<file path="config.mk">
export PLATFORM = sky130hd
export DESIGN_NAME = octal_spi_ctrl
export DESIGN_NICKNAME = d
export VERILOG_FILES = /design/src/octal_spi_ctrl.v
export VERILOG_INCLUDE_DIRS = /design/src
export SDC_FILE = /design/constraint.sdc
export NUM_CORES = 1
export LEC_CHECK = 0
export CAP_MARGIN = 20
export CORE_MARGIN = 1.5
export CORE_UTILIZATION = 45
export CTS_BUF_LIST = sky130_fd_sc_hd__clkbuf_2
export DETAILED_ROUTE_END_ITERATION = 8
export DONT_BUFFER_PORTS = 1
export GPL_TIMING_DRIVEN = 0
export PLACE_DENSITY = 0.59
export SYNTH_ARGS = -nofsm -noshare
export SYNTH_HDL_FRONTEND = slang
export SYNTH_SLANG_ARGS = --single-unit
</file>
<file path="constraint.sdc">
create_clock -name CLOCK -period 5.55 [get_ports CLOCK]
set_input_delay 0.555 -clock CLOCK [delete_from_list [all_inputs] [get_ports CLOCK]]
set_output_delay 0.555 -clock CLOCK [all_outputs]
set_load 0.01 [all_outputs]
</file>
<file path="src/octal_spi_regs.vh">
`ifndef OCTAL_SPI_REGS_VH
`define OCTAL_SPI_REGS_VH

// Frame lengths and bit counter
`define FRAME8_BITS 5'h08
`define FRAME16_BITS 5'h10
`define COUNT_MAX 5'h1F

// Frame word as queued towards the output stage
`define WORD_WIDTH 19
`define WORD_DIRECT_BIT 18
`define WORD_CFG_BIT 17
`define WORD_F16_BIT 16

// Command frame fields, inside the 16 received bits
`define CMD_WRITE_BIT 14
`define CMD_ADDR_MSB 10
`define CMD_ADDR_LSB 8

// Command mode register addresses
`define ADDR_LEVEL 3'h0
`define ADDR_PUSHPULL 3'h1
`define ADDR_OPENLOAD_EN 3'h2
`define ADDR_THERMAL 3'h3
`define ADDR_OPENLOAD 3'h4
`define ADDR_SLOW 3'h5
`define ADDR_OUT_LEVEL 3'h7

// Reset values
`define LEVEL_RESET 8'h00
`define PUSHPULL_RESET 8'h00
`define OPENLOAD_EN_RESET 8'h00
`define SYNC_RESET 16'h0001

// Frame queue
`define QUEUE_DEPTH 16
`define QUEUE_ADDR_W 4

`endif

</file>
<file path="src/octal_spi_ctrl.v">
// Behaviour
// - Direct mode only with serial setting high; command mode always available.
// - Direct mode takes shifted bits straight as levels or config in 8-bit frames; 16-bit frames use bit pairs.
// - New output states take effect only after chip select rises.
// - Diagnostics captured at chip select fall, shifted out on falling clock edges.
// - Command mode returns data selected by a command during the next frame.
// - Command mode always uses 16-bit frames: command byte then data byte.
// - Level LEDs of fault-free channels show slow mode when serial setting and config high, else output level.
// - Serial setting low: levels from input pins only; command frames still work.
// - In direct mode config select chooses level writes or driver mode writes.
// - Direct configuration writes leave every output level unchanged.
// - Direct 16-bit config accepts open-load enable; returns fault and slow mode.
// - Direct 16-bit config frame returns fault bit paired with slow mode bit.
// - Level 1 turns high side on, low side off; 0 the reverse in push-pull.
// - Direct 8-bit config: bit 0 means high-side, bit 1 means push-pull.
// - Fault bit is 1 on thermal shutdown or open load, else 0.
// - Direct 8-bit frames return the eight per-channel fault bits.
// - Global fault output is the live OR of channel faults, not latched.
// - Serial output repeats serial input delayed by one frame for daisy chains.
// - Clock idles low; input sampled on rising, output changed on falling edges.
// - Serial output driven only while chip select low, otherwise released.
// - Serial setting low: each channel follows its own input pin.
`timescale 1ns/1ps
`include "octal_spi_regs.vh"

module frame_queue #(
    parameter W = `WORD_WIDTH,
    parameter DEPTH = `QUEUE_DEPTH,
    parameter AW = `QUEUE_ADDR_W
) (
    input wire clk,
    input wire rst_n,
    input wire [W-1:0] in_data,
    input wire in_valid,
    output wire in_ready,
    output wire [W-1:0] out_data,
    output wire out_valid,
    input wire out_ready
);
    reg [W-1:0] mem [0:DEPTH-1];
    reg [AW-1:0] wr_ptr_q;
    reg [AW-1:0] rd_ptr_q;
    reg [AW:0] count_q;
    wire push = in_valid & in_ready;
    wire pop = out_valid & out_ready;

    assign in_ready = (count_q != DEPTH[AW:0]);
    assign out_valid = (count_q != {(AW+1){1'b0}});
    assign out_data = mem[rd_ptr_q];

    always @(posedge clk) begin
        if (push) begin
            mem[wr_ptr_q] <= in_data;
        end
    end

    always @(posedge clk or negedge rst_n) begin
        if (!rst_n) begin
            wr_ptr_q <= {AW{1'b0}};
            rd_ptr_q <= {AW{1'b0}};
            count_q <= {(AW+1){1'b0}};
        end else begin
            if (push) begin
                wr_ptr_q <= wr_ptr_q + 1'b1;
            end
            if (pop) begin
                rd_ptr_q <= rd_ptr_q + 1'b1;
            end
            if (push && !pop) begin
                count_q <= count_q + 1'b1;
            end else if (pop && !push) begin
                count_q <= count_q - 1'b1;
            end
        end
    end
endmodule // frame_queue

module octal_spi_ctrl (
    // Clock and reset
    input wire CLOCK,
    input wire RSTN,
    // Serial link pins
    input wire CS_N,
    input wire SCLK,
    input wire SDI,
    output wire SDO,
    output wire SDO_OE_N,
    // Strap and setting pins
    input wire SERIAL_SETTING_SELECT,
    input wire COMMAND_MODE_SELECT,
    input wire CONFIG_SELECT,
    input wire FRAME16_SELECT,
    input wire [7:0] CHANNEL_INPUT,
    input wire HOLD_OUTPUTS,
    // Channel status from the driver stage
    input wire [7:0] THERMAL_SHUTDOWN,
    input wire [7:0] OPEN_LOAD_FAULT,
    input wire [7:0] SLOW_MODE,
    input wire [7:0] OUT_LEVEL,
    // Driver controls and indicators
    output wire [7:0] HIGH_SIDE_SWITCH,
    output wire [7:0] LOW_SIDE_SWITCH,
    output wire [7:0] PUSH_PULL_MODE,
    output wire [7:0] OPEN_LOAD_DETECT,
    output wire [7:0] LEVEL_LED,
    output wire FAULT,
    output wire FRAME_LOST
);
    // Readback select for command mode
    function [7:0] readback;
        input [2:0] addr;
        input [7:0] lvl, pp, ol_en, thsd, olf, slow, outl;
        begin
            case (addr)
                `ADDR_LEVEL: readback = lvl;
                `ADDR_PUSHPULL: readback = pp;
                `ADDR_OPENLOAD_EN: readback = ol_en;
                `ADDR_THERMAL: readback = thsd;
                `ADDR_OPENLOAD: readback = olf;
                `ADDR_SLOW: readback = slow;
                `ADDR_OUT_LEVEL: readback = outl;
                default: readback = 8'h00;
            endcase
        end
    endfunction

    // Three-stage sampling of the link, strap and channel input pins; driver status inputs are not sampled
    wire [15:0] raw = {HOLD_OUTPUTS, CHANNEL_INPUT, FRAME16_SELECT, CONFIG_SELECT,
                       COMMAND_MODE_SELECT, SERIAL_SETTING_SELECT, SDI, SCLK, CS_N};
    reg [15:0] s1_q;
    reg [15:0] s2_q;
    reg [15:0] s3_q;
    reg [15:0] filt_q;
    reg [15:0] prev_q;
    localparam [15:0] sync_init = `SYNC_RESET;
    genvar g;
    generate
        for (g = 0; g < 16; g = g + 1) begin : sync
            always @(posedge CLOCK or negedge RSTN) begin
                if (!RSTN) begin
                    s1_q[g] <= sync_init[g];
                    s2_q[g] <= sync_init[g];
                    s3_q[g] <= sync_init[g];
                    filt_q[g] <= sync_init[g];
                    prev_q[g] <= sync_init[g];
                end else begin
                    s1_q[g] <= raw[g];
                    s2_q[g] <= s1_q[g];
                    s3_q[g] <= s2_q[g];
                    // A change counts only once stages two and three agree
                    if (s2_q[g] == s3_q[g]) begin
                        filt_q[g] <= s3_q[g];
                    end
                    prev_q[g] <= filt_q[g];
                end
            end
        end
    endgenerate

    wire cs_n = filt_q[0];
    wire sdi_f = filt_q[2];
    wire serial = filt_q[3];
    wire cmd_sel = filt_q[4];
    wire cfg_sel = filt_q[5];
    wire f16_sel = filt_q[6];
    wire [7:0] chan_in = filt_q[14:7];
    wire hold = filt_q[15];
    wire cs_fall = prev_q[0] & ~filt_q[0];
    wire cs_rise = ~prev_q[0] & filt_q[0];
    wire sclk_rise = ~prev_q[1] & filt_q[1];
    wire sclk_fall = prev_q[1] & ~filt_q[1];

    // Settings and live status
    reg [7:0] level_q;
    reg [7:0] pp_q;
    reg [7:0] ol_en_q;
    wire [7:0] chan_fault = THERMAL_SHUTDOWN | OPEN_LOAD_FAULT;
    wire is_direct = serial & ~cmd_sel;
    wire is_f16 = ~is_direct | f16_sel;
    wire led_slow = serial & cfg_sel;

    // Frame engine
    reg active_q;
    reg [4:0] cnt_q;
    reg [15:0] rx_q;
    reg [15:0] sr_q;
    reg sdi_hold_q;
    reg direct_q;
    reg f16_q;
    reg cfg_q;
    reg [2:0] rd_sel_q;
    reg [15:0] diag16;
    integer i;
    integer j;
    integer k;

    always @* begin
        diag16 = 16'h0000;
        for (i = 0; i < 8; i = i + 1) begin
            diag16[2*i+1] = chan_fault[i];
            diag16[2*i] = cfg_sel ? SLOW_MODE[i] : OUT_LEVEL[i];
        end
    end

    wire [4:0] frame_bits = f16_q ? `FRAME16_BITS : `FRAME8_BITS;
    wire sr_msb = f16_q ? sr_q[15] : sr_q[7];

    always @(posedge CLOCK or negedge RSTN) begin
        if (!RSTN) begin
            active_q <= 1'b0;
            cnt_q <= 5'h00;
            rx_q <= 16'h0000;
            sr_q <= 16'h0000;
            sdi_hold_q <= 1'b0;
            direct_q <= 1'b0;
            f16_q <= 1'b1;
            cfg_q <= 1'b0;
            rd_sel_q <= 3'h0;
        end else if (cs_fall) begin
            active_q <= 1'b1;
            cnt_q <= 5'h00;
            direct_q <= is_direct;
            f16_q <= is_f16;
            cfg_q <= cfg_sel;
            // Status is frozen here for the whole frame
            if (!is_direct) begin
                sr_q <= {chan_fault, readback(rd_sel_q, level_q, pp_q, ol_en_q, THERMAL_SHUTDOWN,
                                              OPEN_LOAD_FAULT, SLOW_MODE, OUT_LEVEL)};
            end else if (f16_sel) begin
                sr_q <= diag16;
            end else begin
                sr_q <= {8'h00, chan_fault};
            end
        end else if (cs_rise) begin
            active_q <= 1'b0;
            if (!direct_q && active_q && cnt_q >= frame_bits) begin
                rd_sel_q <= rx_q[`CMD_ADDR_MSB:`CMD_ADDR_LSB];
            end
        end else if (active_q) begin
            if (sclk_rise) begin
                rx_q <= {rx_q[14:0], sdi_f};
                sdi_hold_q <= sdi_f;
                if (cnt_q != `COUNT_MAX) begin
                    cnt_q <= cnt_q + 5'h01;
                end
            end
            if (sclk_fall) begin
                // Received bits follow the status out, so a chain sees them one frame later
                sr_q <= {sr_q[14:0], sdi_hold_q};
            end
        end
    end

    // Completed frames are queued and applied only after chip select rises
    wire push = cs_rise & active_q & (cnt_q >= frame_bits);
    wire q_ready;
    wire q_valid;
    wire [`WORD_WIDTH-1:0] qw;
    wire pop = q_valid & ~hold;

    frame_queue #(
        .W(`WORD_WIDTH),
        .DEPTH(`QUEUE_DEPTH),
        .AW(`QUEUE_ADDR_W)
    ) queue (
        .clk(CLOCK),
        .rst_n(RSTN),
        .in_data({direct_q, cfg_q, f16_q, rx_q}),
        .in_valid(push),
        .in_ready(q_ready),
        .out_data(qw),
        .out_valid(q_valid),
        .out_ready(~hold)
    );

    reg [7:0] d_bits;
    reg [7:0] c_bits;
    always @* begin
        d_bits = 8'h00;
        c_bits = 8'h00;
        for (j = 0; j < 8; j = j + 1) begin
            d_bits[j] = qw[2*j+1];
            c_bits[j] = qw[2*j];
        end
    end

    always @(posedge CLOCK or negedge RSTN) begin
        if (!RSTN) begin
            level_q <= `LEVEL_RESET;
            pp_q <= `PUSHPULL_RESET;
            ol_en_q <= `OPENLOAD_EN_RESET;
        end else if (pop) begin
            if (qw[`WORD_DIRECT_BIT]) begin
                if (!qw[`WORD_F16_BIT]) begin
                    if (qw[`WORD_CFG_BIT]) begin
                        pp_q <= qw[7:0];
                    end else begin
                        level_q <= qw[7:0];
                    end
                end else if (qw[`WORD_CFG_BIT]) begin
                    for (k = 0; k < 8; k = k + 1) begin
                        // Pair 11 is unused and leaves the channel as it was
                        if (!(d_bits[k] & c_bits[k])) begin
                            pp_q[k] <= c_bits[k];
                            ol_en_q[k] <= d_bits[k];
                        end
                    end
                end else begin
                    level_q <= d_bits;
                    pp_q <= c_bits;
                end
            end else if (qw[`CMD_WRITE_BIT]) begin
                case (qw[`CMD_ADDR_MSB:`CMD_ADDR_LSB])
                    `ADDR_LEVEL: level_q <= qw[7:0];
                    `ADDR_PUSHPULL: pp_q <= qw[7:0];
                    `ADDR_OPENLOAD_EN: ol_en_q <= qw[7:0];
                    default: level_q <= level_q;
                endcase
            end
        end
    end

    // Output registers
    reg sdo_q;
    reg sdo_oe_n_q;
    reg [7:0] hs_q;
    reg [7:0] ls_q;
    reg [7:0] pp_out_q;
    reg [7:0] old_q;
    reg [7:0] led_q;
    reg fault_q;
    reg lost_q;
    wire [7:0] eff_level = serial ? level_q : chan_in;

    always @(posedge CLOCK or negedge RSTN) begin
        if (!RSTN) begin
            sdo_q <= 1'b0;
            sdo_oe_n_q <= 1'b1;
            hs_q <= 8'h00;
            ls_q <= 8'h00;
            pp_out_q <= 8'h00;
            old_q <= 8'h00;
            led_q <= 8'h00;
            fault_q <= 1'b0;
            lost_q <= 1'b0;
        end else begin
            sdo_q <= ~cs_n & active_q & sr_msb;
            sdo_oe_n_q <= cs_n;
            hs_q <= eff_level;
            ls_q <= pp_q & ~eff_level;
            pp_out_q <= pp_q;
            old_q <= ol_en_q & ~pp_q;
            // A faulted channel never shows its level indicator
            led_q <= (led_slow ? SLOW_MODE : OUT_LEVEL) & ~chan_fault;
            fault_q <= |chan_fault;
            lost_q <= push & ~q_ready;
        end
    end

    assign SDO = sdo_q;
    assign SDO_OE_N = sdo_oe_n_q;
    assign HIGH_SIDE_SWITCH = hs_q;
    assign LOW_SIDE_SWITCH = ls_q;
    assign PUSH_PULL_MODE = pp_out_q;
    assign OPEN_LOAD_DETECT = old_q;
    assign LEVEL_LED = led_q;
    assign FAULT = fault_q;
    assign FRAME_LOST = lost_q;
endmodule // octal_spi_ctrl

</file>
==> impl_metrics.tcl, run 1 <==
set metrics [dict create \
    run_status "finished, final reports clean" \
    post-route-util_pct 52.0 \
    worst_clock_skew_ns 0.0888 \
    cts_repair_resize_count 0 \
    die-width_um 213 \
    antenna_violations_before_repair 2 \
    cts_buffer_depth 3 \
    worst_pin_slew_ns 1.00 \
    synth_enable_flop_cells 304 \
    finalSetupViolCount 0 \
    vias_per_cell 5.51 \
    cell_count_of_the_worst_reg_to_reg_path 14 \
    synth_async_sr_flop_share_pct 38.5 \
    r2r-end "queue.count_q[4]" \
    globalplace.congestion 0.900 \
    core_area_mm2 0.0433 \
    critPathLaunchType "flop" \
    htree_levels 3 \
    grt.overflow.total 0 \
    cell_internal_pwr_mw 6.66 \
    via_count_of_the_first_global_routing_pass 11600 \
    timing.critical_path.arrival_ns 4.67 \
    post-synth-top-area-cell "sky130_fd_sc_hd__edfxtp_1" \
    rows 76 \
    yosysSeqAreaShare_pct 70.2 \
    syn_to_final_growth_pct 13.8 \
    die_height_um 213 \
    number_of_drc_violations_after_detailed_routing_iteration_0 783 \
    grt_pass1_wl_mm 71.1 \
    clk-insertion-delay-late_ns 1.13 \
    combined_area_of_all_synthesized_cells_mm2 0.0198 \
    timing.final.max_slew_violations 0 \
    route.detailed.wl_per_inst_um 23.5 \
    cts_tree "done" \
    grt_max_degree 191 \
    dr.pass1.iters 5 \
    switching_fraction_of_total_power_pct 35.7 \
    sequentialPowerShare_pct 45.8 \
    post-dp-hpwl_mm 27.9 \
    cap_violations 0 \
    most_common_cell_after_layout_fill_and_taps_aside "sky130_fd_sc_hd__edfxtp_1" \
    initial_utilization_pct 45.7 \
    synthesis.nets 1185 \
    totalNegativeSetupSlack_ns 0 \
    crit_slowest_cell "sky130_fd_sc_hd__dfstp_2" \
    p_sw_mw 3.69 \
    final_hold_violation_count 0 \
    critical_path.cell_chain "inv_1, ha_1, nand3b_1, a21boi_0, o2111ai_1, inv_1, ha_1, inv_1, fa_1, a21o_1, a21oi_1, xnor2_1, nor2_1, xnor2_1" \
    cp_data_required_time_ns 6.50 \
    postRouteWirelength_mm 47.2 \
    worstSetupPathType "flop to flop" \
    rsz_0062_raised_after_global_routing "no" \
    fin_crit_ns 3.72 \
    yosys_register_bits 494 \
    power.density_mw_per_mm2 460 \
    max-vdd-ir-drop_v 0.000183 \
    critPathCaptureType "flop" \
    slowest_delay_ns 0.77 \
    clkSlewWorstSetupHoldPaths_ns 0.09 \
    synth_warnings 0 \
    cts.sinks 494 \
    final_antenna_net_count 0 \
    crit_path_max_fanout 18 \
    synthesis.area_per_instance_um2 17.7 \
    drc_violations_left 0 \
    p_clk_share_pct 22.7 \
    floorplan.io_pins 94 \
    timing.critical_path.to "queue.count_q[4]" \
    reg2reg_setup_slack_ns 1.83 \
    design.die.area_mm2 0.0452 \
    overall_fraction_of_global_route_tracks_in_use_pct 21.7 \
    layout.cells.most_common_list "sky130_fd_sc_hd__edfxtp_1, sky130_fd_sc_hd__dfrtp_1, sky130_fd_sc_hd__clkbuf_2" \
    drive_gt1_share_pct 27.1 \
    synthesis.instances 1117 \
    vias 11100 \
    power.share.combinational_pct 31.5 \
    worst_setup_path_startpoint "f16_q" \
    placement.io_buffers 0 \
    synth_ff_type "sky130_fd_sc_hd__edfxtp_1" \
    fmax_mhz 269 \
    layout_worst_path_cycle_share_pct 67.1 \
    reg2reg_from "f16_q" \
    power_mw 10.3 \
    cp_common_cell "sky130_fd_sc_hd__inv_1" \
    num-nets-final 1393 \
    largest_cells_by_area_after_synthesis "sky130_fd_sc_hd__edfxtp_1, sky130_fd_sc_hd__dfrtp_1, sky130_fd_sc_hd__mux4_2, sky130_fd_sc_hd__mux2_2, sky130_fd_sc_hd__mux2i_1" \
    clk_root_buffer_cell "sky130_fd_sc_hd__clkbuf_2" \
    cts_inserted_buffers 121 \
    holdCritPathClass "input port to flop" \
    cellLeakagePower_nw 8.47 \
    cts_setup_buffers 0 \
    synth_cell_type_count 66 \
    worst_slew_margin_rel_pct 33.0 \
    post-synth-top-area-fraction_pct 46.2 \
]
==> per-stage QoR <==
step / cell area [um2] / hold slack, ns / std cells / setup slack (ns)
2_1_floorplan: 19800 / 0.259 / 1117 / 2.44
3_3_place_gp: 20500 / 0.263 / 1702 / 1.50
3_5_place_dp: 20600 / 0.264 / 1703 / 1.82
4_1_cts: 22500 / 0.00176 / 2007 / 1.75
5_1_grt: 22500 / 0.115 / 2009 / 1.46
6_report: 22500 / 0.146 / 2009 / 1.83
==> area by class of cell <==
class | instances | area, um2
Fill cell | 3668 | 20800
Sequential cell | 494 | 13900
Multi-Input combinational cell | 547 | 5520
Tap cell | 585 | 732
Antenna cell | 2 | 5.00
Clock buffer | 181 | 906
Clock inverter | 39 | 174
Inverter | 27 | 101
Buffer | 49 | 284
Timing Repair Buffer | 85 | 886
==> worst max-delay path, delay by kind of cell, from the launching register on <==
family | cells | cell delay (ns)
AO/OA/AOI/OAI | 4 | 1.04
adder cells (fa/ha/maj) | 3 | 0.92
flip-flops | 1 | 0.77
buffers and inverters | 3 | 0.48
XOR/XNOR | 2 | 0.26
AND/OR/NAND/NOR | 2 | 0.13
==> state kept, by name (all words and copies together) (netlist names), 16 cells and up <==
| register | cells |
|---|---|
| s1_q | 16 |
| rx_q | 16 |
| s3_q | 16 |
| s2_q | 16 |
| sr_q | 16 |
| queue.mem | 304 |
==> Yosys cell counts, drive strengths merged, types with 3 or more instances <==
library cell,n
maj3,16
o211ai,11
xnor2,8
nor2,26
buf,23
a21o,4
nor2b,12
edfxtp,304
and3,8
nor4,3
a41oi,9
a22o,5
mux2,48
o21ai,46
inv,27
o221ai,4
and4,4
nor3,16
a31oi,3
o311ai,5
o31ai,3
a311oi,5
nand2,65
nand2b,4
and2,15
ha,17
nand3,9
clkbuf,26
o22ai,7
xor2,3
dfrtp,184
a22oi,3
mux4,94
nand4,5
dfstp,6
a21oi,18
nand3b,4
mux2i,47
o2bb2ai,3
==> power groups by stage <==
stage | Clock, mW | Combinational (mW) | Sequential, mW
floorplan | 0 | 2.38 | 4.66
CTS | 2.43 | 3.27 | 4.75
global route | 2.61 | 3.52 | 4.80
detailed placement | 0 | 3.15 | 4.83
global placement | 0 | 3.13 | 4.81
finish | 2.35 | 3.26 | 4.74
==> how the worst min path moves through the flow <==
stage	startpoint	end	cells after the start
2_1_floorplan	RSTN	FAULT	0
3_3_place_gp	RSTN	s2_q[11]	0
3_5_place_dp	RSTN	s2_q[11]	0
4_1_cts	SLOW_MODE[7]	sr_q[7]	6
5_1_grt	OPEN_LOAD_FAULT[5]	sr_q[5]	5
6_report	SLOW_MODE[7]	sr_q[7]	6
==> kinds of logic (layout without fill, tap and decap cells) <==
| kind of cell | Yosys count | count (layout) | synth area share (%) |
|---|---|---|---|
| simple gates | 174 | 174 | 4.36 |
| fa+ha+maj | 34 | 34 | 1.99 |
| buf+inv | 76 | 381 | 1.95 |
| xor+xnor | 11 | 11 | 0.487 |
| mux | 189 | 189 | 15.9 |
| flops | 494 | 494 | 70.2 |
| compound gates | 139 | 139 | 5.09 |
| other cells | 0 | 2 | 0 |
==> per-layer routing <==
| metal | track usage (%) | part of all wire [%] | vias to the layer above |
|---|---|---|---|
| met2 | 34.8 | 48 | 372 |
| li1 | - | - | 4882 |
| met1 | 29.1 | 43 | 5740 |
| met3 | 4.76 | 6.3 | 85 |
| met5 | 0 | 0 | - |
| met4 | 8.00 | 2.5 | 0 |
==> what timing repair did <==
item | 4_1_cts | 5_1_grt
hold endpoints to repair | 231 | 0
setup endpoints to repair | 0 | 0
hold buffers | 84 | 0
Power figures use the tool's default switching activity.
==> run 2: changes to the inputs <==
- PLACE_DENSITY: 0.59 -> 0.61
- clock period: 5.55 -> 3.3 ns (I/O delays scaled with it)
==> impl_metrics.tcl, run 2 (synthesis results as in run 1) <==
set metrics [dict create \
    most_common_cell_after_layout_fill_and_taps_aside "sky130_fd_sc_hd__edfxtp_1" \
    floorplan.io_pins 94 \
    fin_crit_ns 3.16 \
    cts_inserted_buffers 130 \
    syn_to_final_growth_pct 15.7 \
    totalNegativeSetupSlack_ns 0 \
    design.die.area_mm2 0.0452 \
    reg2reg_setup_slack_ns 0.14 \
    cts.sinks 494 \
    top_register "queue.mem" \
    failed_checks "hold timing" \
    clkSlewWorstSetupHoldPaths_ns 0.12 \
    number_of_drc_violations_after_detailed_routing_iteration_0 987 \
    layout.cells.most_common_list "sky130_fd_sc_hd__edfxtp_1, sky130_fd_sc_hd__clkbuf_2, sky130_fd_sc_hd__dfrtp_1" \
    fmax_mhz 316 \
    core_area_mm2 0.0433 \
    crit_path_max_fanout 10 \
    drc_violations_left 0 \
    antenna_violations_before_repair 1 \
    worstSetupPathType "flop to flop" \
    final_layout_fill_cell_count 3599 \
    run_status "finished with violations" \
    cts_buffer_depth 3 \
    timing.final.max_slew_violations 0 \
    finalWorstSetupSlack_ns 0.135 \
    num-nets-final 1413 \
    clk_root_buffer_cell "sky130_fd_sc_hd__clkbuf_2" \
    die-width_um 213 \
    critPathLaunchType "flop" \
    power.density_mw_per_mm2 775 \
    largest_reg_flops 304 \
    power_mw 17.7 \
    placement.io_buffers 0 \
    post-dp-hpwl_mm 29.0 \
    critical_path.cell_chain "buf_6, buf_12, buf_6, buf_6, mux4_2, mux4_2, o21ai_0, nor3_1, nor3_2, mux2i_1" \
    slowest_delay_ns 0.61 \
    holdCritPathClass "input port to asynchronous set/reset pin" \
    worst_clock_skew_ns 0.131 \
    clk-insertion-delay-late_ns 1.15 \
    postRouteWirelength_mm 47.7 \
    dr.pass1.iters 5 \
    grt_max_degree 191 \
    final_hold_violation_count 190 \
    crit_slowest_cell "sky130_fd_sc_hd__mux4_2" \
    layout_worst_path_cycle_share_pct 95.9 \
    timing.critical_path.arrival_ns 4.11 \
    htree_levels 4 \
    vias_per_cell 5.54 \
    worst_slew_margin_rel_pct 34.2 \
    initial_utilization_pct 45.7 \
    via_count_of_the_first_global_routing_pass 11800 \
    grt_pass1_wl_mm 72.2 \
    finalSetupViolCount 0 \
    grt.overflow.total 0 \
    rsz_0062_raised_after_global_routing "yes" \
    timing.hold.ws_ns -1.07 \
    max-vdd-ir-drop_v 0.000343 \
    drive_gt1_share_pct 28.9 \
    cts_hold_repair.buffers 89 \
    rows 76 \
    final_antenna_net_count 0 \
    cap_violations 0 \
    die_height_um 213 \
    place_worst_setup_slack_ns -0.462 \
    cp_common_cell "sky130_fd_sc_hd__buf_6" \
    post-route-util_pct 52.9 \
    cp_data_required_time_ns 4.24 \
    worst_pin_slew_ns 0.987 \
    vias 11200 \
    route.detailed.wl_per_inst_um 23.5 \
    overall_fraction_of_global_route_tracks_in_use_pct 22.0 \
    cts_tree "done" \
    critPathCaptureType "flop" \
    cellLeakagePower_nw 8.61 \
    globalplace.congestion 0.909 \
]
## run 2: changes by cell type in the layout (fill, tap and decap cells not counted), sizes merged
| cell | before | now |
|---|---|---|
| buf | 25 | 31 |
| dlygate4sd3 | 83 | 89 |
| clkbuf | 207 | 212 |
| inv | 29 | 33 |
| clkinv | 34 | 31 |
| bufinv | 0 | 2 |
| clkinvlp | 3 | 4 |
| diode | 2 | 1 |
## run 2: routing by layer
layer / GRT usage (%) / routed length, um / vias to the layer above
met5: 0 / 0 / -
met4: 7.80 / 1030 / 0
met3: 5.36 / 3240 / 78
met2: 36.0 / 23400 / 405
met1: 28.8 / 20000 / 5828
li1: - / - / 4937
## run 2: per-stage QoR
| stage | cells | area (um2) | hold WS (ns) |
|---|---|---|---|
| floorplan | 1117 | 19800 | 0.0344 |
| global placement | 1702 | 20500 | 0.0399 |
| detailed placement | 1710 | 20700 | 0.0403 |
| CTS | 2029 | 22800 | -1.22 |
| global route | 2029 | 22900 | -1.22 |
| finish | 2029 | 22900 | -1.07 |
## run 2: power breakdown
group	internal, mW	total (mW)	leakage, nW	switching [mW]
Clock	1.70	4.26	0.897	2.56
Sequential	7.28	8.00	5.14	0.719
Combinational	2.46	5.48	2.58	3.02
## run 2: final timing paths
path	startpoint	end	cells past startpoint
setup / recovery	queue.rd_ptr_q[0]	pp_q[3]	10
hold / removal	RSTN	rx_q[9]	0
setup reg to reg	queue.rd_ptr_q[0]	pp_q[3]	10
hold reg to reg	s1_q[14]	s2_q[14]	0
max in group asynchronous	RSTN	s3_q[0]	0
min in group CLOCK	OPEN_LOAD_FAULT[3]	sr_q[3]	6
## run 2: repair_timing
item                                    4_1_cts  5_1_grt
pin swaps                                     0        1
endpoints found under the hold margin       231      190
cloned                                        0        0
endpoints found under the setup margin      328       69
setup buffers                                 1        0
resized for setup                            12       11
## run 2: layout make-up
class	count	area, um2	area share [%]
inverters	27	101	0.443
plain buffers	47	289	1.26
diodes	1	2.50	0.0109
flip-flops and latches	494	13900	60.7
multi-input cells	547	5560	24.3
clock inverters	43	249	1.09
clock buffers	187	936	4.09
repair buffers	98	1120	4.89
well taps	585	732	3.20
## run 2: worst max-delay path: cells and delay by family, from the launching register on
| kind | cells | cell delay (ns) |
|---|---|---|
| muxes | 3 | 1.35 |
| buffers and inverters | 4 | 0.73 |
| DFF | 1 | 0.39 |
| and+or+nand+nor | 2 | 0.32 |
| AOI/OAI and AO/OA | 1 | 0.19 |
==> run 3: changes to the inputs <==
- SETUP_SLACK_MARGIN: not set -> 0.2
==> impl_metrics.tcl, run 3 (synthesis results as in run 1) <==
set metrics [dict create \
    rows 76 \
    vias 11200 \
    overall_fraction_of_global_route_tracks_in_use_pct 21.5 \
    layout_worst_path_cycle_share_pct 93.5 \
    floorplan.io_pins 94 \
    placement.io_buffers 0 \
    power.density_mw_per_mm2 779 \
    grt.overflow.total 0 \
    cts.sinks 494 \
    vias_per_cell 5.46 \
    number_of_drc_violations_after_detailed_routing_iteration_0 1091 \
    clkSlewWorstSetupHoldPaths_ns 0.10 \
    route.detailed.wl_per_inst_um 22.9 \
    cts_tree "done" \
    final_hold_violation_count 190 \
    slowest_delay_ns 0.75 \
    largest_reg_flops 304 \
    cts_buffer_depth 3 \
    worstSetupPathType "flop to flop" \
    layout.cells.most_common_list "sky130_fd_sc_hd__edfxtp_1, sky130_fd_sc_hd__clkbuf_2, sky130_fd_sc_hd__dfrtp_1" \
    cts_inserted_buffers 121 \
    rsz_0062_raised_after_global_routing "yes" \
    finalSetupViolCount 0 \
    worst_pin_slew_ns 0.885 \
    num-nets-final 1430 \
    critical_path.cell_chain "inv_1, ha_1, nand3b_1, a21boi_2, o2111ai_4, buf_4, nor3_1, and2_2" \
    worstPathBufferInverterCount 2 \
    fin_crit_ns 3.08 \
    die-width_um 213 \
    cap_violations 0 \
    worst_path_dominant_cell_family "simple AND/OR/NAND/NOR gates" \
    cellLeakagePower_nw 8.77 \
    globalplace.congestion 0.882 \
    critPathCaptureType "flop" \
    place_worst_setup_slack_ns -0.400 \
    critPathLaunchType "flop" \
    holdCritPathClass "input port to asynchronous set/reset pin" \
    syn_to_final_growth_pct 17.0 \
    post-dp-hpwl_mm 28.8 \
    timing.final.max_slew_violations 0 \
    final_layout_fill_cell_count 3519 \
    failed_checks "hold timing" \
    htree_levels 3 \
    initial_utilization_pct 45.7 \
    grt_max_degree 191 \
    cts_hold_repair.buffers 87 \
    final_antenna_net_count 0 \
    via_count_of_the_first_global_routing_pass 11600 \
    drive_gt1_share_pct 30.8 \
    design.die.area_mm2 0.0452 \
    clk-insertion-delay-late_ns 1.18 \
    fmax_mhz 324 \
    timing.critical_path.arrival_ns 3.81 \
    finalWorstSetupSlack_ns 0.215 \
    max-vdd-ir-drop_v 0.000319 \
    grt_pass1_wl_mm 70.1 \
    worst_clock_skew_ns 0.136 \
    worst_slew_margin_rel_pct 41.0 \
    timing.hold.ws_ns -1.12 \
    most_common_cell_after_layout_fill_and_taps_aside "sky130_fd_sc_hd__edfxtp_1" \
    crit_slowest_cell "sky130_fd_sc_hd__and2_2" \
    clk_root_buffer_cell "sky130_fd_sc_hd__clkbuf_2" \
    dr.pass1.iters 5 \
    top_register "queue.mem" \
    crit_path_max_fanout 19 \
    core_area_mm2 0.0433 \
    drc_violations_left 0 \
    die_height_um 213 \
    postRouteWirelength_mm 47.0 \
    cp_data_required_time_ns 4.03 \
    run_status "finished with violations" \
    antenna_violations_before_repair 2 \
]
## run 3: changes by cell type in the layout (fill, tap and decap cells not counted), sizes merged
cell         change
clkinvlp         -3
dlygate4sd3      -2
clkbuf           +4
diode            +2
buf             +26
bufinv           -1
inv              -4
clkinv           -1
## run 3: worst paths after layout
path,from,to,slack [ns],cells after the start
worst max-delay path,f16_q,queue.mem[2][11],0.22,8
worst min-delay path,RSTN,rd_sel_q[0],-1.12,0
worst max register to register,f16_q,queue.mem[2][11],0.22,8
worst min register to register,s1_q[2],s2_q[2],0.35,0
max in group asynchronous,RSTN,s3_q[0],4.01,0
min in group CLOCK,SLOW_MODE[2],sr_q[4],0.21,5
## run 3: power breakdown
group | switching, mW | total (mW) | internal (mW)
combinational | 3.17 | 6.01 | 2.84
sequential | 0.678 | 7.96 | 7.28
clock | 2.43 | 4.04 | 1.62
## run 3: timing repair
item | CTS | global route
endpoints found under the hold margin | 231 | 190
gates resized for setup | 29 | 26
pin swaps | 3 | 3
setup endpoints to repair | 332 | 76
buffers inserted | 6 | 21
gates cloned | 0 | 1
## run 3: layout make-up
type / instances / area (um2) / share of cell area (%)
clock buffers: 189 / 946 / 4.09
plain buffers: 48 / 352 / 1.52
clock inverters: 34 / 185 / 0.800
diodes: 3 / 7.51 / 0.0324
flip-flops and latches: 494 / 13900 / 60.1
multi-input cells: 547 / 5590 / 24.2
inverters: 27 / 101 / 0.438
repair buffers: 123 / 1330 / 5.75
well taps: 585 / 732 / 3.16
## run 3: through the flow
stage | power (mW) | util [%] | TNS, ns | area [um2] | instances
detailed placement | 13.4 | 47.9 | -45.21 | 20700 | 1710
global placement | 13.4 | 47.4 | -155.99 | 20500 | 1702
global route | 19.0 | 53.5 | 0 | 23100 | 2050
finish | 18.0 | 53.5 | 0 | 23100 | 2050
CTS | 17.8 | 52.9 | 0 | 22900 | 2026
floorplan | 11.8 | - | 0 | 19800 | 1117
## run 3: layer usage
metal	vias to the layer above	share of wire [%]	global-route usage (%)
met4	0	3.2	8.90
met1	5719	42	28.0
met2	406	48	34.6
met5	-	0	0
met3	87	6.7	5.36
li1	4973	-	-
